===== config.mk =====
export PLATFORM = sky130hd
export DESIGN_NAME = e3_tx_payload_input
export DESIGN_NICKNAME = d
export VERILOG_FILES = /design/src/shared/e3_gc_pkg.sv /design/src/core/payload_fifo.sv /design/src/core/e3_tx_payload_input.sv
export SDC_FILE = /design/constraint.sdc
export NUM_CORES = 1
export LEC_CHECK = 0
export BUFFER_PORTS_ARGS = -buffer_cell sky130_fd_sc_hd__buf_2
export CAP_MARGIN = 20
export CORE_MARGIN = 1.5
export CORE_UTILIZATION = 42
export DETAILED_ROUTE_END_ITERATION = 8
export HOLD_SLACK_MARGIN = 0.15
export SYNTH_ARGS = -nofsm -noshare
export SYNTH_HDL_FRONTEND = slang
export SYNTH_SLANG_ARGS = --single-unit

===== constraint.sdc =====
create_clock -name clk_i -period 5.2 [get_ports clk_i]
set_input_delay 0.52 -clock clk_i [delete_from_list [all_inputs] [get_ports clk_i]]
set_output_delay 0.52 -clock clk_i [all_outputs]
set_load 0.1 [all_outputs]

===== src/shared/e3_gc_pkg.sv =====
// Shared constants for the E3 transmit payload input and channel byte path.
// Assumes a 100 MHz system clock and byte-addressed classic Wishbone.
package e3_gc_pkg;

  // Register indices; byte address is four times the index
  localparam logic [5:0] RX_NR_IDX   = 6'h1A;
  localparam logic [5:0] RX_GC_IDX   = 6'h1B;
  localparam logic [5:0] CTRL_IDX    = 6'h30;
  localparam logic [5:0] STATUS_IDX  = 6'h31;
  localparam logic [5:0] TX_GC_IDX   = 6'h35;
  localparam logic [5:0] TX_NR_IDX   = 6'h37;

  // Control register fields
  localparam int CTRL_LOCAL_BIT  = 0;
  localparam int CTRL_LAPD_GC    = 1;
  localparam int CTRL_LAPD_NR    = 2;
  localparam logic [2:0] CTRL_RST = 3'h0;

  // Status register fields (write one to clear)
  localparam int STAT_OVERRUN  = 0;
  localparam int STAT_UNDERRUN = 1;

  localparam logic [7:0] BYTE_RST  = 8'h00;
  localparam logic [7:0] LAPD_IDLE = 8'h7E;
  localparam logic [7:0] FILL_BYTE = 8'h00;
  localparam logic [7:0] FA1_VAL   = 8'hF6;
  localparam logic [7:0] FA2_VAL   = 8'h28;

  // Frame geometry: 537 bytes of 8 bits
  localparam logic [12:0] FRAME_BITS = 13'd4296;
  localparam logic [12:0] LAST_BIT   = 13'd4295;
  localparam logic [9:0]  FA1_POS    = 10'd0;
  localparam logic [9:0]  FA2_POS    = 10'd1;
  localparam logic [9:0]  EM_POS     = 10'd60;
  localparam logic [9:0]  TR_POS     = 10'd120;
  localparam logic [9:0]  MA_POS     = 10'd180;
  localparam logic [9:0]  NR_POS     = 10'd240;
  localparam logic [9:0]  GC_POS     = 10'd300;

  localparam int FIFO_WIDTH = 8;
  localparam int FIFO_DEPTH = 8;

endpackage


===== src/core/payload_fifo.sv =====
// Synchronous FIFO with valid/ready on both sides.
// Assumes a single clock and a synchronous active-high reset.
`timescale 1ns/1ps
module payload_fifo #(
  parameter int WIDTH = 8,
  parameter int DEPTH = 8
) (
  input  wire logic             clk_i,
  input  wire logic             rst_i,
  input  wire logic [WIDTH-1:0] in_data_i,
  input  wire logic             in_valid_i,
  output logic                  in_ready_o,
  output logic [WIDTH-1:0]      out_data_o,
  output logic                  out_valid_o,
  input  wire logic             out_ready_i
);

  localparam int AW = $clog2(DEPTH);

  logic [WIDTH-1:0] mem_q [DEPTH];
  logic [AW-1:0]    wr_q;
  logic [AW-1:0]    rd_q;
  logic [AW:0]      cnt_q;
  logic             push;
  logic             pop;

  assign in_ready_o  = (cnt_q != (AW+1)'(DEPTH));
  assign out_valid_o = (cnt_q != '0);
  assign push        = in_valid_i & in_ready_o;
  assign pop         = out_valid_o & out_ready_i;
  assign out_data_o  = mem_q[rd_q];

  always_ff @(posedge clk_i)
  begin
    if (push)
    begin
      mem_q[wr_q] <= in_data_i;
    end
  end

  always_ff @(posedge clk_i)
  begin
    if (rst_i)
    begin
      wr_q  <= '0;
      rd_q  <= '0;
      cnt_q <= '0;
    end
    else
    begin
      if (push)
      begin
        wr_q <= (wr_q == AW'(DEPTH - 1)) ? '0 : wr_q + 1'b1;
      end
      if (pop)
      begin
        rd_q <= (rd_q == AW'(DEPTH - 1)) ? '0 : rd_q + 1'b1;
      end
      cnt_q <= cnt_q + (AW+1)'(push) - (AW+1)'(pop);
    end
  end

endmodule


===== src/core/e3_tx_payload_input.sv =====
// Transmit payload input interface of an E3 framer with the general
// communications byte path and its Wishbone register file.
// Assumes link clocks well below half of clk_i; the terminal side input pins are asynchronous.
//
// Added by the designer: the Wishbone slave port.
`timescale 1ns/1ps

////////////////////////////////////////////////////////////////////////////
// Behaviour
// Either the general channel byte or the network operator byte can carry one LAPD octet per frame.
// Without LAPD the general channel byte of every frame takes the transmit register value.
// The general channel byte of each received frame is stored in the receive register.
// In serial mode the payload bit is sampled on the rising edge of the selected clock.
// The serial input is used only while nibble mode is deselected.
// In nibble mode the nibble bus is sampled on each rising edge of the nibble clock; the code samples it as the nibble clock falls.
// The nibble bus is used only while nibble mode is selected.
// With local timing selected the local reference clock samples the serial input.
// With local timing the far end supplies a continuous 34.368 MHz reference.
// The nibble clock is derived from the selected timing reference.
// The overhead warning is high the bit before an overhead bit, whose input is ignored.
// The end of frame output is high for the bit period of the last frame bit.
// The LAPD or register choice for the channel bytes changes only at a frame boundary.
module e3_tx_payload_input
  import e3_gc_pkg::*;
(
  input  wire logic        clk_i,
  input  wire logic        rst_i,
  // Wishbone slave
  input  wire logic        wb_cyc_i,
  input  wire logic        wb_stb_i,
  input  wire logic        wb_we_i,
  input  wire logic [7:0]  wb_adr_i,
  input  wire logic [3:0]  wb_sel_i,
  input  wire logic [31:0] wb_dat_i,
  output logic      [31:0] wb_dat_o,
  output logic             wb_ack_o,
  // Terminal side pins
  input  wire logic        tx_local_ref_clock_i,
  input  wire logic        recovered_line_clock_i,
  input  wire logic        nibble_interface_select_i,
  input  wire logic        tx_serial_payload_in_i,
  input  wire logic [3:0]  tx_nibble_payload_in_i,
  output logic             loop_payload_clock_out_o,
  output logic             nibble_sample_clock_out_o,
  output logic             overhead_bit_warning_o,
  output logic             end_of_frame_pulse_o,
  output logic             nibble_frame_boundary_pulse_o,
  // LAPD octet source
  input  wire logic [7:0]  lapd_byte_i,
  input  wire logic        lapd_valid_i,
  output logic             lapd_ready_o,
  // Receive framer capture strobes
  input  wire logic [7:0]  rx_general_channel_byte_i,
  input  wire logic        rx_gc_valid_i,
  input  wire logic [7:0]  rx_nr_byte_i,
  input  wire logic        rx_nr_valid_i,
  // Outbound framed byte stream
  output logic [7:0]       frame_byte_o,
  output logic             frame_byte_valid_o,
  output logic             frame_start_o
);

  function automatic logic is_oh(input logic [9:0] idx);
    is_oh = (idx == FA1_POS) || (idx == FA2_POS) || (idx == EM_POS) ||
            (idx == TR_POS)  || (idx == MA_POS)  || (idx == NR_POS) ||
            (idx == GC_POS);
  endfunction

  function automatic logic [12:0] bit_next(input logic [12:0] b);
    bit_next = (b == LAST_BIT) ? 13'd0 : b + 13'd1;
  endfunction

  ////////////////////////////////////////////////////////////////////////
  // Pin synchronisers

  logic [1:0] ref_sync_q;
  logic [1:0] line_sync_q;
  logic [1:0] sel_sync_q;
  logic [1:0] ser_sync_q;
  logic [3:0] nib_s1_q;
  logic [3:0] nib_s2_q;
  logic       clk_prev_q;
  logic       line_lvl_q;

  always_ff @(posedge clk_i)
  begin
    if (rst_i)
    begin
      ref_sync_q  <= 2'h0;
      line_sync_q <= 2'h0;
      sel_sync_q  <= 2'h0;
      ser_sync_q  <= 2'h0;
      nib_s1_q    <= 4'h0;
      nib_s2_q    <= 4'h0;
    end
    else
    begin
      ref_sync_q  <= {ref_sync_q[0], tx_local_ref_clock_i};
      line_sync_q <= {line_sync_q[0], recovered_line_clock_i};
      sel_sync_q  <= {sel_sync_q[0], nibble_interface_select_i};
      ser_sync_q  <= {ser_sync_q[0], tx_serial_payload_in_i};
      nib_s1_q    <= tx_nibble_payload_in_i;
      nib_s2_q    <= nib_s1_q;
    end
  end

  ////////////////////////////////////////////////////////////////////////
  // Registers

  logic [2:0] ctrl_q;
  logic [2:0] act_cfg_q;
  logic [1:0] status_q;
  logic [7:0] tx_gc_q;
  logic [7:0] tx_nr_q;
  logic [7:0] rx_gc_q;
  logic [7:0] rx_nr_q;
  logic       wb_req;
  logic       wb_wr;
  logic [5:0] wb_idx;
  logic       overrun_ev;
  logic       underrun_ev;

  assign wb_req = wb_cyc_i & wb_stb_i & ~wb_ack_o;
  assign wb_wr  = wb_req & wb_we_i & wb_sel_i[0];
  assign wb_idx = wb_adr_i[7:2];

  always_ff @(posedge clk_i)
  begin
    if (rst_i)
    begin
      ctrl_q  <= CTRL_RST;
      tx_gc_q <= BYTE_RST;
      tx_nr_q <= BYTE_RST;
    end
    else if (wb_wr)
    begin
      case (wb_idx)
        CTRL_IDX:  ctrl_q  <= wb_dat_i[2:0];
        TX_GC_IDX: tx_gc_q <= wb_dat_i[7:0];
        TX_NR_IDX: tx_nr_q <= wb_dat_i[7:0];
        default:   ctrl_q  <= ctrl_q;
      endcase
    end
  end

  // Sticky errors; a new event beats a same-cycle clear
  always_ff @(posedge clk_i)
  begin
    if (rst_i)
    begin
      status_q <= 2'h0;
    end
    else
    begin
      status_q <= (status_q & ~((wb_wr && wb_idx == STATUS_IDX) ?
                                wb_dat_i[1:0] : 2'h0))
                  | {underrun_ev, overrun_ev};
    end
  end

  always_ff @(posedge clk_i)
  begin
    if (rst_i)
    begin
      rx_gc_q <= BYTE_RST;
      rx_nr_q <= BYTE_RST;
    end
    else
    begin
      if (rx_gc_valid_i)
      begin
        rx_gc_q <= rx_general_channel_byte_i;
      end
      if (rx_nr_valid_i)
      begin
        rx_nr_q <= rx_nr_byte_i;
      end
    end
  end

  // One wait state; unmapped reads return zero, writes are dropped
  always_ff @(posedge clk_i)
  begin
    if (rst_i)
    begin
      wb_ack_o <= 1'b0;
      wb_dat_o <= 32'h0;
    end
    else
    begin
      wb_ack_o <= wb_req;
      case (wb_idx)
        RX_GC_IDX:  wb_dat_o <= {24'h0, rx_gc_q};
        RX_NR_IDX:  wb_dat_o <= {24'h0, rx_nr_q};
        TX_GC_IDX:  wb_dat_o <= {24'h0, tx_gc_q};
        TX_NR_IDX:  wb_dat_o <= {24'h0, tx_nr_q};
        CTRL_IDX:   wb_dat_o <= {29'h0, ctrl_q};
        STATUS_IDX: wb_dat_o <= {30'h0, status_q};
        default:    wb_dat_o <= 32'h0;
      endcase
    end
  end

  ////////////////////////////////////////////////////////////////////////
  // Bit timing from the selected reference

  logic        sel_clk;
  logic        bit_tick;
  logic        nib_mode;
  logic [12:0] bit_q;
  logic [12:0] bit_n;
  logic [12:0] bit_nn;

  assign sel_clk  = ctrl_q[CTRL_LOCAL_BIT] ? ref_sync_q[1]
                                           : line_sync_q[1];
  assign bit_tick = sel_clk & ~clk_prev_q;
  assign nib_mode = sel_sync_q[1];
  assign bit_n    = bit_next(bit_q);
  assign bit_nn   = bit_next(bit_n);

  always_ff @(posedge clk_i)
  begin
    if (rst_i)
    begin
      clk_prev_q <= 1'b0;
      line_lvl_q <= 1'b0;
    end
    else
    begin
      clk_prev_q <= sel_clk;
      line_lvl_q <= line_sync_q[1];
    end
  end

  assign loop_payload_clock_out_o = line_lvl_q;

  always_ff @(posedge clk_i)
  begin
    if (rst_i)
    begin
      bit_q <= 13'd0;
    end
    else if (bit_tick)
    begin
      bit_q <= bit_n;
    end
  end

  // End of frame marks one bit period; the nibble frame boundary marks the last four
  always_ff @(posedge clk_i)
  begin
    if (rst_i)
    begin
      overhead_bit_warning_o        <= 1'b0;
      end_of_frame_pulse_o          <= 1'b0;
      nibble_frame_boundary_pulse_o <= 1'b0;
      nibble_sample_clock_out_o     <= 1'b0;
    end
    else if (bit_tick)
    begin
      overhead_bit_warning_o <= is_oh(bit_nn[12:3]);
      end_of_frame_pulse_o   <= (bit_n == LAST_BIT);
      nibble_frame_boundary_pulse_o <= nib_mode &&
                                       (bit_n[12:2] == LAST_BIT[12:2]);
      // Divide by four; rises on the third bit of each nibble
      nibble_sample_clock_out_o <= nib_mode && bit_n[1];
    end
  end

  ////////////////////////////////////////////////////////////////////////
  // Payload capture

  logic       ser_take;
  logic       nib_take;
  logic [7:0] sh_q;
  logic [2:0] fill_q;
  logic       pend_q;
  logic [7:0] pend_byte_q;
  logic       fifo_in_ready;
  logic [7:0] fifo_out_data;
  logic       fifo_out_valid;
  logic       fifo_pop;

  // Overhead slots carry no terminal data
  assign ser_take = bit_tick & ~nib_mode & ~is_oh(bit_q[12:3]);
  assign nib_take = bit_tick & nib_mode & (bit_q[1:0] == 2'h3) &
                    ~is_oh(bit_q[12:3]);

  // A finished byte waits for FIFO room; a second one while waiting replaces it
  always_ff @(posedge clk_i)
  begin
    if (rst_i)
    begin
      sh_q        <= 8'h00;
      fill_q      <= 3'h0;
      pend_q      <= 1'b0;
      pend_byte_q <= 8'h00;
      overrun_ev  <= 1'b0;
    end
    else
    begin
      overrun_ev <= 1'b0;
      if (pend_q && fifo_in_ready)
      begin
        pend_q <= 1'b0;
      end
      if (ser_take)
      begin
        sh_q   <= {sh_q[6:0], ser_sync_q[1]};
        fill_q <= fill_q + 3'h1;
        if (fill_q == 3'h7)
        begin
          overrun_ev  <= pend_q & ~fifo_in_ready;
          pend_q      <= 1'b1;
          pend_byte_q <= {sh_q[6:0], ser_sync_q[1]};
        end
      end
      else if (nib_take)
      begin
        sh_q   <= {sh_q[3:0], nib_s2_q};
        fill_q <= fill_q + 3'h4;
        if (fill_q == 3'h4)
        begin
          overrun_ev  <= pend_q & ~fifo_in_ready;
          pend_q      <= 1'b1;
          pend_byte_q <= {sh_q[3:0], nib_s2_q};
        end
      end
    end
  end

  payload_fifo #(
    .WIDTH (FIFO_WIDTH),
    .DEPTH (FIFO_DEPTH)
  ) u_fifo (
    .clk_i       (clk_i),
    .rst_i       (rst_i),
    .in_data_i   (pend_byte_q),
    .in_valid_i  (pend_q),
    .in_ready_o  (fifo_in_ready),
    .out_data_o  (fifo_out_data),
    .out_valid_o (fifo_out_valid),
    .out_ready_i (fifo_pop)
  );

  ////////////////////////////////////////////////////////////////////////
  // Outbound byte assembly

  logic       slot_end;
  logic [9:0] slot;
  logic       slot_oh;
  logic       gc_lapd;
  logic       nr_lapd;
  logic       lapd_slot;
  logic [7:0] oh_byte;

  assign slot_end  = bit_tick & (bit_q[2:0] == 3'h7);
  assign slot      = bit_q[12:3];
  assign slot_oh   = is_oh(slot);
  assign gc_lapd   = act_cfg_q[CTRL_LAPD_GC];
  assign nr_lapd   = act_cfg_q[CTRL_LAPD_NR] & ~gc_lapd;
  assign lapd_slot = (slot == GC_POS && gc_lapd) ||
                     (slot == NR_POS && nr_lapd);
  assign fifo_pop     = slot_end & ~slot_oh;
  assign lapd_ready_o = slot_end & lapd_slot;

  // Channel byte choice is reloaded only at the last frame bit
  always_ff @(posedge clk_i)
  begin
    if (rst_i)
    begin
      act_cfg_q <= CTRL_RST;
    end
    else if (bit_tick && bit_q == LAST_BIT)
    begin
      act_cfg_q <= ctrl_q;
    end
  end

  always_comb
  begin
    oh_byte = 8'h00;
    if (lapd_slot)
    begin
      oh_byte = lapd_valid_i ? lapd_byte_i : LAPD_IDLE;
    end
    else if (slot == GC_POS)
    begin
      oh_byte = tx_gc_q;
    end
    else if (slot == NR_POS)
    begin
      oh_byte = tx_nr_q;
    end
    else if (slot == FA1_POS)
    begin
      oh_byte = FA1_VAL;
    end
    else if (slot == FA2_POS)
    begin
      oh_byte = FA2_VAL;
    end
  end

  always_ff @(posedge clk_i)
  begin
    if (rst_i)
    begin
      frame_byte_o       <= 8'h00;
      frame_byte_valid_o <= 1'b0;
      frame_start_o      <= 1'b0;
      underrun_ev        <= 1'b0;
    end
    else
    begin
      frame_byte_valid_o <= slot_end;
      frame_start_o      <= slot_end && (slot == FA1_POS);
      underrun_ev        <= fifo_pop & ~fifo_out_valid;
      if (slot_end)
      begin
        if (slot_oh)
        begin
          frame_byte_o <= oh_byte;
        end
        else
        begin
          frame_byte_o <= fifo_out_valid ? fifo_out_data : FILL_BYTE;
        end
      end
    end
  end

endmodule


==> After elaboration in Yosys (flattened, before gate mapping) <==
Memory sizes are Yosys's and may differ from the RTL's. A register that Yosys moved wholly into a read port is not among the register bits.
Index checks and enable logic that the tools add are counted.
{ "classes": {"eq_ne": 29, "bitwise_logic": 28, "addsub": 8, "muxes": 36, "reduce_logical": 30} }
{ "op_table": {"columns": ["op", "count"], "rows": [
  ["$mux W8", 11],
  ["$pmux W8 S6", 1],
  ["$eq A10 B8 Y1 const B", 4],
  ["$add A13 B1 Y13 const B", 2],
  ["$eq A13 B13 Y1 const B", 2],
  ["$mux W13", 2],
  ["$eq A6 B6 Y1 const B", 4],
  ["$eq A10 B1 Y1 const B", 2],
  ["$eq A10 B6 Y1 const B", 2],
  ["$eq A10 B7 Y1 const B", 2],
  ["$eq A10 B9 Y1 const B", 2],
  ["$logic_not A10 Y1", 2],
  ["$and A1 B1 Y1", 18],
  ["$mux W3", 6],
  ["$eq A3 B3 Y1 const B", 5],
  ["$mux W7", 2],
  ["$logic_or A1 B1 Y1", 13],
  ["$eq A6 B5 Y1 const B", 2],
  ["$mux W1", 12],
  ["$eq A11 B11 Y1 const B", 1],
  ["$add A3 B1 Y3 const B", 3],
  ["$logic_and A1 B1 Y1", 8],
  ["$not A1 Y1", 7],
  ["$mux W6", 1],
  ["other kinds (14)", 17]
]} }
{ "totals": {"input_bits": 84, "mem_count": 1, "mem_bits_rw": 64, "output_inout_bits": 49, "reg_bits": 149, "word_cells": 166} }
{ "memory_table": {"columns": ["memory", "words", "word_bits", "read_ports", "rd_clocked_by_memory_dff", "write_ports", "line_no", "text"], "rows": [
  ["u_fifo.mem_q", 8, 8, 1, 1, 1, "payload_fifo.sv:20", "logic [WIDTH-1:0] mem_q [DEPTH];"]
]} }

==> Logic depth before layout (Yosys ltp) <==
Gate-level depths: netlist (run 1).
{ "depth": {"depth_word": 12, "depth_mapped": 16, "mapped_depth_nobuf": 13} }

==> Cells and area by module <==
Synthesis (run 1) repeated with hierarchy kept, for this count alone.
{ "unflattened": {"cells_unflattened": 860, "hier_area_um2": 9078.7} }
{ "modules_own_cells": {"columns": ["mod", "area_each_um2", "n_inst", "cells_each", "seq_area_each_um2"], "rows": [
  ["e3_tx_payload_input", 5890.6, 1, 691, 2282.2],
  ["payload_fifo", 3188.1, 1, 169, 2182.1]
]} }

==> Worst setup path before layout (run 1) <==
Ideal clock, no wire load.
{ "synth_path": {"path_type": "register -> output", "from": "register bit_q[11]", "to": "output lapd_ready_o", "required_time_ps": 4680, "stages_incl_launch_ff": 8, "path_buffers": 1, "setup_slack_ps": 1678, "arrival_time_ps": 3002, "cell_sequence": "dfxtp_1 buf_6 or4_1 nor4_4 nand2_1 nor2_1 a21oi_1 nor2_1"} }
{ "synth_via": {"elab_chain_len": 4, "word_cells_on_any_way": 6, "cone_classes": "eq/ne (2); bitwise (1); reduce/logical (3)"} }
{ "synth_lines": {"columns": ["element", "line_no", "text"], "rows": [
  ["from (decl)", "e3_tx_payload_input.sv:210", "logic [12:0] bit_q;"],
  ["from (signal assigned)", "e3_tx_payload_input.sv:245", "bit_q <= bit_n;"],
  ["$eq A10 B9 Y1 / $eq A10 B8 Y1 (equally long branches)", "e3_tx_payload_input.sv:362, e3_tx_payload_input.sv:363", null],
  ["$logic_and A1 B1 Y1, on equally long branches", "e3_tx_payload_input.sv:362, e3_tx_payload_input.sv:363", null],
  ["$logic_or A1 B1 Y1 (*)", "e3_tx_payload_input.sv:362", "assign lapd_slot = (slot == GC_POS && gc_lapd) ||"],
  ["$and A1 B1 Y1 (*)", "e3_tx_payload_input.sv:365", "assign lapd_ready_o = slot_end & lapd_slot;"],
  ["to (decl)", "e3_tx_payload_input.sv:51", "output logic lapd_ready_o,"]
]} }
Mark *: on every way between the ends. The rest lies on a longest branch, timed or not.

==> Worst setup path in the final report (run 1) <==
{ "layout_path": {"from": "register bit_q[11]", "to": "register u_fifo.cnt_q[2]"} }
{ "layout_via": {"elab_chain_len": 11, "word_cells_on_any_way": 17, "cone_classes": "add/sub (1); eq/ne (6); bitwise (3); reduce/logical (7)"} }
{ "layout_lines": {"columns": ["element", "line_no", "text"], "rows": [
  ["$eq A10 B1 Y1 / $logic_not A10 Y1 (equally long branches)", "e3_tx_payload_input.sv:64", "is_oh = (idx == FA1_POS) || (idx == FA2_POS) || (idx == EM_POS) ||"],
  ["$logic_or A1 B1 Y1 (3 in series)", "e3_tx_payload_input.sv:64", null],
  ["$logic_or A1 B1 Y1 (2 in series)", "e3_tx_payload_input.sv:65", "(idx == TR_POS) || (idx == MA_POS) || (idx == NR_POS) ||"],
  ["$logic_or A1 B1 Y1 (*)", "e3_tx_payload_input.sv:65", null],
  ["$not A1 Y1 (*)", "e3_tx_payload_input.sv:364", "assign fifo_pop = slot_end & ~slot_oh;"],
  ["$and A1 B1 Y1 (*)", "e3_tx_payload_input.sv:364", null],
  ["$and A1 B1 Y1 (*)", "payload_fifo.sv:30", "assign pop = out_valid_o & out_ready_i;"],
  ["$sub A4 B1 Y4 (*)", "payload_fifo.sv:59", "cnt_q <= cnt_q + (AW+1)'(push) - (AW+1)'(pop);"],
  ["to (signal assigned)", "payload_fifo.sv:59", null],
  ["to (decl)", "payload_fifo.sv:23", "logic [AW:0] cnt_q;"]
]} }
Marks and branches as above.
A chain may end at the register's enable or synchronous reset.

==> impl_results.md, run 1 <==
- Worst-Skew Late Latency: between 400 and 500 ps
- Top cells by area, synth: dfxtp_1 (28%), edfxtp_1 (21%), mux2i_1 (7.1%), nor2_1 (5.3%), mux4_2 (4.0%)
- Cell Area, Synth: about 0.0089 mm2
- Die height: ~150 um
- Max transition margin: 35.3%
- Pre-CTS WS: 1390 ps
- CORE AREA: 0.0210 mm2
- Worst Hold Path EP: ser_sync_q[0]
- Peak VDD IR: roughly 220 uV
- Post-cts resize count: 0
- CTS root buf: clkbuf_16
- Final Util: between 40 and 50%
- RR Startpoint: bit_q[11]
- Startpoint types: register
- Cts hold-fix bufs: 0
- CP top delay family: simple AND/OR/NAND/NOR gates
- PortBufs: 79
- Worst endpoint required time: ~5500 ps
- Initial DRC count: just under 500
- Final hold violation count: 0
- Initial antenna violation count: 0
- Top FF cell, synth: dfxtp_1
- Wire length on met1: 8.91 mm
- Post-synthesis compound-gate area fraction: under 10%
- Synth area leader: dfxtp_1
- Critical path's slowest cell: or4_1
- Critical path data arrival time: approximately 4100 ps
- Share of post-route cells with drive strength above 1: about a fifth
- Hold_ws: just under 300 ps
- Top post-synthesis cells by count: dfxtp_1 (127), nor2_1 (127), edfxtp_1 (64), mux2i_1 (63), a21oi_1 (59)
- Post-CTS Setup Inserts: 0
- Status: completed
- Hold Startpoint: tx_serial_payload_in_i
- Die area: roughly 0.022 mm2
- Library cells used by synthesis: 70
- Fmax: about 0.26 GHz
- Leak: between 3 and 4 nW
- Post-synthesis adder-cell area fraction: under 10%
- PwrDens: 301 mW/mm2
- Via count: approximately 6300
- Vias in the first global route: ~6000
- Via density: 5.20
- I/O Pins: about 130
- Clock Tree Buf Depth: 2
- Crit Path Max Fanout: 11
- Avg Inst Size Synth: 10.4 um2
- Initial Util: ~43%
- Setup slack after layout: ~1400 ps
- Critical path buffers and inverters: 2
- CTS tree: yes
- RePlAce Congestion: between 0.8 and 0.9
- Hold WC Path Type: primary input to register
- Inserted Clock Buffers: 17
- Fin crit period: 3830 ps
- Die width: approximately 150 um
- Post-Synth Simple-Gate Area: between 15 and 20%
- Critical path capture point type: register
- Metal2 WL: approximately 9.1 mm
- Post-synthesis sequential area ratio: about half
- Max layer used: met4
- Total chip power: slightly above 0.003 W
- Cell Chain, Critical Path: or4_1 -> nor4_4 -> or4_1 -> nand2b_1 -> nor2_1 -> ha_1 -> inv_1 -> ha_1 -> inv_1 -> fa_1 -> xor2_1 -> nor2_1
- Reg-to-Reg End: u_fifo.cnt_q[2]
- Synthesis-stage register bit count: 191
- Routed WL per cell: 15.7 um
- Placement Rows: 53
- Fin Setup TNS: 0 ps
- Worst-Margin Slew: a little under 1000 ps
- Largest net degree at the start of global routing: 78
- Antenna Nets Post-Route: 0
- Main combinational cell family by area after synthesis: simple AND/OR/NAND/NOR gates
- HPWL Detailed: about 13 mm
- Residual DRC count: 0
- Reg2Reg Depth: 12
- Clk slew on worst S/H paths: about 70 ps
- Synth Instances: between 800 and 900
- WL final: approximately 19 mm
- First-pass GRT wire length: approximately 30 mm
- Nets: around 1000
- Post-synthesis xor/xnor area fraction: about 2.4%
- GRT overflow: 0
- Synth top area share: between 20% and 30%
- Setup CP Type: register to register
- RSZ-0062 raised after global routing: no
- MaxCap Viol Count: 0
- DRT Pass-1 Iters: 5
- Met3 wire length: 615 um
- Synth warn: 0
- Crit share post-route: ~74%
- Number of synthesized flops with an enable pin: 64
- Sink Count: 191
- Asr flop ratio synth: 0%
- Mux cell area share after synthesis: roughly 13%
- Worst reg2reg setup slack: ~1400 ps
- Peak per-stage delay on the critical path: around 640 ps
- Total GRT Usage: roughly 17%
- Worst clock skew: approximately 11 ps
- Area grow syn2layout: 12.4%
- Diode count: 0
- Final Slew Violations: 0
- Hold path depth: 2
- H-tree levels: 4
- Setup violations, final: 0
-- worst max path at each step --
stage | startpoint | to | slack (ps) | cells after the start
CTS | bit_q[11] | u_fifo.cnt_q[2] | 1360 | 12
detailed placement | bit_q[11] | u_fifo.cnt_q[2] | 1390 | 12
floorplan | bit_q[11] | lapd_ready_o | 1680 | 7
global placement | bit_q[11] | u_fifo.cnt_q[2] | 1410 | 12
global route | bit_q[11] | u_fifo.cnt_q[2] | 1120 | 12
finish | bit_q[11] | u_fifo.cnt_q[2] | 1370 | 12
-- worst register-to-register path, stage by stage (launching register included) --
cell and delay [ps]:
dfxtp_1 420, or4_1 640, nor4_4 590, or4_1 390
nand2b_1 380, nor2_1 150, ha_1 300, inv_1 60
ha_1 150, inv_1 50, fa_1 370, xor2_1 160
nor2_1 50
-- per-stage QoR --
stage	instance area [um2]	cells
after detailed placement	9450	1173
after global routing	10100	1206
after CTS	10000	1205
after floorplan	9030	881
after global placement	9450	1173
final	10100	1206
-- routing by layer --
layer / vias up / GRT usage, %
li1: 3149 / -
met1: 2970 / 22.6
met4: 0 / 6.14
met3: 25 / 2.97
met5: - / 0
met2: 124 / 29.4
-- sequential cells by signal, indices dropped and copies added, names as in the netlist, 3 cells and up, named ones only --
| register | cells |
|---|---|
| frame_byte_o | 8 |
| rx_gc_q | 8 |
| sh_q | 7 |
| u_fifo.rd_q | 3 |
| pend_byte_q | 8 |
| wb_dat_o | 8 |
| ctrl_q | 3 |
| u_fifo.cnt_q | 4 |
| u_fifo.wr_q | 3 |
| fill_q | 3 |
| rx_nr_q | 8 |
| tx_gc_q | 8 |
| nib_s2_q | 4 |
| nib_s1_q | 4 |
| bit_q | 13 |
| u_fifo.mem_q | 64 |
| tx_nr_q | 8 |
-- area by class of cell --
| type | instances | area (um2) |
|---|---|---|
| inverter | 15 | 56.3 |
| tap | 275 | 344 |
| fill | 1998 | 10900 |
| clock inverter | 12 | 128 |
| sequential | 191 | 4460 |
| timing repair buffer | 91 | 485 |
| clock buffer | 20 | 468 |
| multi-input combinational | 602 | 4110 |
-- placed cells by master (no fill, tap or decap), types with 3 or more instances in the layout --
cell type,n
nand3_1,25
buf_4,12
inv_8,3
a22oi_1,9
o21ai_0,17
mux2i_1,63
xor2_1,9
nor3_1,21
conb_1,24
ha_1,16
inv_6,5
nand3b_1,9
xnor2_1,14
and3_1,4
inv_1,14
or3_1,8
o211ai_1,4
or4_1,5
buf_2,78
nand2b_1,8
clkbuf_16,18
a31oi_1,4
edfxtp_1,64
a21o_1,3
and2_1,3
nor2_1,127
a21oi_1,59
or2_2,3
mux2_2,18
nor2b_1,20
nor3b_1,3
nand4_1,5
a211oi_1,9
mux4_2,16
nand2_1,51
nor4_1,8
dfxtp_1,127
-- logic make-up after synthesis --
family                     after synthesis
DFF                                    191
muxes                                   98
other                                    1
adders and majority gates               17
xor gates and xnor gates                24
AOI/OAI and AO/OA                      124
and+or+nand+nor                        315
buffers and inverters                   88
-- report_power, final --
| group | leakage, nW | internal [W] | switching [W] | total [W] |
|---|---|---|---|---|
| Clock | 0.295 | 0.000700 | 0.000605 | 0.00131 |
| Combinational | 1.84 | 0.0000365 | 0.000129 | 0.000166 |
| Sequential | 1.62 | 0.00154 | 0.00000771 | 0.00155 |
Note: power is estimated with default switching activity, not from simulation.
==> run 2: changes to the inputs <==
- ABC_AREA: not set -> 1
- clock period: 5.2 -> 3.23 ns (I/O delays scaled with it)
==> impl_results.md, run 2 <==
- Clock Tree Buf Depth: 2 (unchanged)
- Setup violations, final: 0 (unchanged)
- Post-CTS Setup Inserts: 0 (unchanged)
- Diode count: 0 (unchanged)
- Cell Int Power: 0.00370 W (was 0.00228 W)
- Inserted Clock Buffers: 17 (unchanged)
- MaxCap Viol Count: 0 (unchanged)
- Cell Area, Synth: 0.00906 mm2 (was 0.00894 mm2)
- Status: completed (unchanged)
- Switching power: 0.00133 W (was 0.000742 W)
- Placement Rows: 53 (unchanged)
- Max reg flops: 64 (unchanged)
- RSZ-0062 raised after global routing: no (unchanged)
- Hold_ws: 178 ps (was 297 ps)
- Synth top area share: 28.0% (was 28.4%)
- Routed WL per cell: 15.0 um (was 15.7 um)
- Synth warn: 0 (unchanged)
- Initial DRC count: 589 (was 490)
- GRT overflow: 0 (unchanged)
- Nets: 1295 (was 1019)
- Final instance area: 0.0104 mm2 (was 0.0101 mm2)
- Number of synthesized flops with an enable pin: 64 (unchanged)
- Total chip power: 0.00503 W (was 0.00302 W)
- HPWL Detailed: 16.0 mm (was 13.0 mm)
- Worst endpoint required time: 2910 ps (was 5510 ps)
- Peak VDD IR: 386 uV (was 224 uV)
- Max transition margin: 37.8% (was 35.3%)
- Synth Instances: 1102 (was 858)
- Asr flop ratio synth: 0% (unchanged)
- Final hold violation count: 0 (unchanged)
- Fmax: around 0.34 GHz
- Via count: 7499 (was 6268)
- CTS tree: yes (unchanged)
- Fin crit period: roughly 3000 ps
- Via density: 5.06 (was 5.20)
- Most common cell after layout, fill and taps aside: nor2_1
- Library cells used by synthesis: 55 (was 70)
- Setup CP Type: register to primary output (was register to register)
- Clock power frac: 39.9% (was 43.2%)
- Most common cell in the netlist: nor2_1
- Synth area leader: dfxtp_1 (unchanged)
- Die area: 0.0225 mm2 (was 0.0222 mm2)
- Critical path capture point type: primary output (was register)
- Hold WC Path Type: primary input to register (unchanged)
- Worst-Margin Slew: 929 ps (was 965 ps)
- Antenna Nets Post-Route: 0 (unchanged)
- PwrDens: 485 mW/mm2 (was 301 mW/mm2)
- Crit Path Max Fanout: 10 (was 11)
- Die width: 150 um (was 149 um)
- Synthesis-stage register bit count: 191 (unchanged)
- DRT Pass-1 Iters: 6 (was 5)
- Sequential power share: 50.3% (was 51.3%)
- Sink Count: 191 (unchanged)
- Pre-CTS WS: 265 ps (was 1390 ps)
- Top FF cell, synth: dfxtp_1 (unchanged)
- Most flops, register: u_fifo.mem_q (unchanged)
- Largest registers: u_fifo.mem_q: 64 flops, bit_q: 13 flops (unchanged)
- Sw frac: 26.5% (was 24.6%)
- H-tree levels: 4 (unchanged)
- Setup slack after layout: 275 ps (was 1370 ps)
- Most frequent cells in the layout: nor2_1 (180), nand2_1 (133), o21ai_0 (127) (was nor2_1 (127), dfxtp_1 (127), buf_2 (78))
- Worst clock skew: 12.3 ps (was 10.9 ps)
- Avg Inst Size Synth: 8.23 um2 (was 10.4 um2)
- Crit share post-route: a little over 90%
- Die height: 150 um (was 149 um)
- Residual DRC count: 0 (unchanged)
- RePlAce Congestion: 0.898 (was 0.851)
- CORE AREA: 0.0211 mm2 (was 0.0210 mm2)
- Initial antenna violation count: 0 (unchanged)
- Largest net degree at the start of global routing: 50 (was 78)
- Post-synthesis sequential area ratio: 49.2% (was 49.9%)
- PortBufs: 79 (unchanged)
- WL final: 22.2 mm (was 18.9 mm)
- Post-DP Area: 0.00965 mm2 (was 0.00945 mm2)
- Leak: 4.19 nW (was 3.75 nW)
- Share of post-route cells with drive strength above 1: 16.4% (was 18.9%)
- Comb power frac: 9.7% (was 5.5%)
- CTS root buf: clkbuf_16 (unchanged)
- Top post-synthesis cells by count: nor2_1 (181), nand2_1 (133), dfxtp_1 (127), o21ai_0 (127), inv_1 (119) (was dfxtp_1 (127), nor2_1 (127), edfxtp_1 (64), mux2i_1 (63), a21oi_1 (59))
- I/O Pins: 133 (unchanged)
- Critical path data arrival time: 2630 ps (was 4140 ps)
- Vias in the first global route: 6853 (was 5850)
- Area grow syn2layout: 14.4% (was 12.4%)
- Fin Setup TNS: 0 ps (unchanged)
- Worst-Skew Late Latency: 430 ps (was 440 ps)
- Startpoint types: register (unchanged)
- First-pass GRT wire length: 35.3 mm (was 30.2 mm)
- Top cells by area, synth: dfxtp_1 (28%), edfxtp_1 (21%), nor2_1 (7.5%), o21ai_0 (7.0%), nand2_1 (5.5%) (was dfxtp_1 (28%), edfxtp_1 (21%), mux2i_1 (7.1%), nor2_1 (5.3%), mux4_2 (4.0%))
- Total GRT Usage: 20.2% (was 17.5%)
- Clk slew on worst S/H paths: 70 ps (about the same)
- Final Slew Violations: 0 (unchanged)
- Initial Util: 43.0% (was 42.7%)
[run 2: cell count changes after synthesis, sizes merged, moves of 10 or more]
cell,previous run,this run
mux2,19,0
o22ai,2,27
inv,15,128
mux2i,63,1
nand2,51,154
nor2b,20,0
clkbuf,31,21
mux4,16,0
nand3,26,45
a21oi,59,70
o21ai,20,136
xnor2,15,0
nor2,127,198
[run 2: timing repair]
action / 4_1_cts / 5_1_grt
gates resized for setup: 0 / 5
endpoints found under the hold margin: 16 / 0
hold buffers: 15 / 0
setup endpoints to repair: 0 / 2
[run 2: cells by family after synthesis]
logic type | synth area share (%)
XOR/XNOR | 0.193
AND/OR/NAND/NOR | 21.7
adder cells (fa/ha/maj) | 2.43
flip-flops | 49.2
multiplexers | 0.110
buffers and inverters | 9.50
AO/OA/AOI/OAI | 16.7
other | 0.0414
[run 2: power by group through the flow]
stage                     combinational [W]  clock [W]  sequential [W]
after floorplan                    0.000382          0         0.00259
after global placement             0.000471          0         0.00259
after detailed placement           0.000475          0         0.00259
after CTS                          0.000491    0.00205         0.00253
after global routing               0.000536    0.00214         0.00254
final                              0.000491    0.00201         0.00253
[run 2: final timing paths]
kind,slack (ps),end,cells after the start,from
hold reg to reg,400,nib_s2_q[1],2,nib_s1_q[1]
setup / recovery,280,lapd_ready_o,7,bit_q[8]
setup reg to reg,280,u_fifo.cnt_q[2],16,bit_q[8]
hold / removal,180,rx_gc_q[3],3,rx_general_channel_byte_i[3]
[run 2: routing by layer]
metal | vias to the layer above | global-route usage, % | wire length, um
met4 | 0 | 5.00 | 233
met3 | 20 | 3.17 | 761
met2 | 158 | 33.1 | 10400
li1 | 3842 | - | -
met1 | 3479 | 28.0 | 10800
met5 | - | 0 | 0
[run 2: cell type report]
class                   instances  area [um2]
multi-input cells             743        3830
clock buffers                  17         425
repair buffers                111         673
clock inverters                15         136
flip-flops and latches        191        4470
inverters                     130         493
fillers                      2044       10700
well taps                     275         344
[run 2: worst max-delay path: stages (launching register included)]
cell	delay, ps
dfxtp_1	530
nand2_1	170
nor2_2	220
nand3_2	150
o22ai_1	270
inv_1	140
nor2_1	230
buf_2	480
[run 2: through the flow]
step	std cells	utilization, %
global placement	1435	45.8
finish	1482	49.2
detailed placement	1435	45.8
floorplan	1125	-
CTS	1482	49.2
global route	1482	49.2
==> run 3: changes to the inputs <==
- CORE_UTILIZATION: 42 -> 52
- PLACE_DENSITY: not set -> 0.77
- SKIP_LAST_GASP: not set -> 1
==> impl_results.md, run 3 (synthesis gave the netlist of run 2 again) <==
- Status: completed (unchanged)
- HPWL Detailed: 15.5 mm (was 16.0 mm)
- Initial antenna violation count: 0 (unchanged)
- Via density: 5.40 (was 5.06)
- DRT Pass-1 Iters: 5 (was 6)
- First-pass GRT wire length: 36.1 mm (was 35.3 mm)
- Vias in the first global route: 7343 (was 6853)
- Antenna Nets Post-Route: 0 (unchanged)
- Inserted Clock Buffers: 17 (unchanged)
- CTS tree: yes (unchanged)
- GRT overflow: 0 (unchanged)
- Sink Count: 191 (unchanged)
- Critical path data arrival time: 2630 ps (about the same)
- Total GRT Usage: 25.3% (was 20.2%)
- Die area: 0.0182 mm2 (was 0.0225 mm2)
- Final Util: 60.2% (was 49.2%)
- Max reg flops: 64 (unchanged)
- CTS root buf: clkbuf_16 (unchanged)
- I/O Pins: 133 (unchanged)
- Diode count: 0 (unchanged)
- Crit share post-route: 91.3% (was 91.5%)
- Hold WC Path Type: primary input to register (unchanged)
- Clk slew on worst S/H paths: 70 ps (about the same)
- Cell Chain, Critical Path: nand2_1 -> nor2_2 -> nand3_2 -> o22ai_1 -> inv_1 -> nor2_1 -> buf_2 (unchanged)
- Startpoint types: register (unchanged)
- Comb power frac: 9.5% (was 9.7%)
- Share of post-route cells with drive strength above 1: 16.2% (was 16.4%)
- Residual DRC count: 0 (unchanged)
- Nets: 1295 (unchanged)
- Most frequent cells in the layout: nor2_1 (180), nand2_1 (133), o21ai_0 (127), dfxtp_1 (127), inv_1 (118) (was nor2_1 (180), nand2_1 (133), o21ai_0 (127))
- CP top delay family: simple AND/OR/NAND/NOR gates (unchanged)
- Clock power frac: 41.1% (was 39.9%)
- MaxCap Viol Count: 0 (unchanged)
- Wire length on met1: 9.86 mm (was 10.8 mm)
- Fmax: 0.339 GHz (was 0.338 GHz)
- Max transition margin: 35.2% (was 37.8%)
- WL final: 22.0 mm (was 22.2 mm)
- Worst-Skew Late Latency: 440 ps (was 430 ps)
- Switching power: 0.00136 W (was 0.00133 W)
- Worst clock skew: 13.4 ps (was 12.3 ps)
- Critical path buffers and inverters: 2 (unchanged)
- Placement Rows: 48 (was 53)
- Leak: 4.22 nW (was 4.19 nW)
- Area grow syn2layout: 14.1% (was 14.4%)
- CORE AREA: 0.0172 mm2 (was 0.0211 mm2)
- Die height: 135 um (was 150 um)
- Initial DRC count: 601 (was 589)
- Crit Path Max Fanout: 8 (was 10)
- PwrDens: 496 mW/mm2 (was 485 mW/mm2)
- Most flops, register: u_fifo.mem_q (unchanged)
- Largest net degree at the start of global routing: 77 (was 50)
- Worst endpoint required time: 2910 ps (about the same)
- PortBufs: 79 (unchanged)
- Initial Util: 52.8% (was 43.0%)
- Area of the multi-input gates: 0.00383 mm2 (unchanged)
- Met3 wire length: 1.29 mm (was 761 um)
- Metal2 WL: 10.5 mm (was 10.4 mm)
- Fill count: 1472 (was 2044)
- Fin crit period: 2950 ps (about the same)
- Largest registers: u_fifo.mem_q: 64 flops, bit_q: 13 flops (unchanged)
- Clock Tree Buf Depth: 2 (unchanged)
- Final Slew Violations: 0 (unchanged)
- Post-cts resize count: 0 (unchanged)
- Cell Int Power: 0.00377 W (was 0.00370 W)
- Peak VDD IR: 412 uV (was 386 uV)
- Max layer used: met4 (unchanged)
- Final hold violation count: 0 (unchanged)
- Routed WL per cell: 15.4 um (was 15.0 um)
- Post-CTS Setup Inserts: 0 (unchanged)
- Fin Setup TNS: 0 ps (unchanged)
- Via count: 7729 (was 7499)
- Die width: 135 um (was 150 um)
- Cts hold-fix bufs: 15 (unchanged)
- Register area: 0.00446 mm2 (was 0.00447 mm2)
- Sw frac: 26.6% (was 26.5%)
- RSZ-0062 raised after global routing: no (unchanged)
- Critical path's slowest cell: dfxtp_1 (unchanged)
- Peak per-stage delay on the critical path: 510 ps (was 530 ps)
- Worst-Margin Slew: 968 ps (was 929 ps)
- H-tree levels: 4 (unchanged)
- Sequential power share: 49.4% (was 50.3%)
- RePlAce Congestion: 0.898 (about the same)
- Most common cell after layout, fill and taps aside: nor2_1 (unchanged)
- Critical path capture point type: primary output (unchanged)
- Setup CP Type: register to primary output (unchanged)
- Setup violations, final: 0 (unchanged)
[run 3: cell types whose count changed in the layout (fill, tap and decap cells not counted), moves of 2 or more]
cell	before	now
inv_8	0	4
dfxtp_1	122	127
clkinv_1	6	3
inv_6	4	1
clkinv_2	0	2
clkbuf_8	0	2
clkinvlp_4	3	1
dfxtp_2	5	0
[run 3: final cells by class]
class | count | area share [%]
inverter | 130 | 4.77
tap | 225 | 2.72
clock inverter | 13 | 1.44
multi-input combinational | 743 | 37.0
timing repair buffer | 111 | 6.51
clock buffer | 19 | 4.38
sequential | 191 | 43.2
[run 3: worst paths after layout]
| check | to | depth (start not counted) | startpoint | slack (ps) |
|---|---|---|---|---|
| worst min register to register | line_sync_q[1] | 2 | line_sync_q[0] | 410 |
| worst max register to register | u_fifo.cnt_q[3] | 18 | bit_q[9] | 300 |
| worst min-delay path | rx_nr_q[3] | 3 | rx_nr_byte_i[3] | 160 |
| worst max-delay path | lapd_ready_o | 7 | bit_q[9] | 280 |
[run 3: routing by layer]
layer  global-route usage, %  vias to the layer above
met5                       0                        -
met4                    8.30                        0
met3                    4.69                       36
met2                    41.9                      236
met1                    33.6                     3618
li1                        -                     3839
[run 3: stage by stage]
| stage | cells | power (W) | worst slack (ps) | hold slack (ps) | instance area, um2 |
|---|---|---|---|---|---|
| after global placement | 1385 | 0.00305 | 452 | 389 | 9590 |
| after detailed placement | 1385 | 0.00305 | 410 | 398 | 9590 |
| after floorplan | 1125 | 0.00298 | 511 | 388 | 9150 |
| after CTS | 1432 | 0.00515 | 356 | 163 | 10300 |
| after global routing | 1432 | 0.00531 | 35.5 | 176 | 10300 |
| final | 1432 | 0.00513 | 280 | 164 | 10300 |
[run 3: power groups by stage]
stage / clock, W / combinational (W) / sequential [W]
final: 0.00211 / 0.000487 / 0.00253
after global routing: 0.00224 / 0.000530 / 0.00254
after CTS: 0.00213 / 0.000483 / 0.00253
after detailed placement: 0 / 0.000466 / 0.00259
after global placement: 0 / 0.000459 / 0.00259
after floorplan: 0 / 0.000382 / 0.00259
[run 3: tightest hold or removal path, cell delays in order]
cell and delay, ps:
buf_2 70, o21ai_0 70, a21oi_1 100
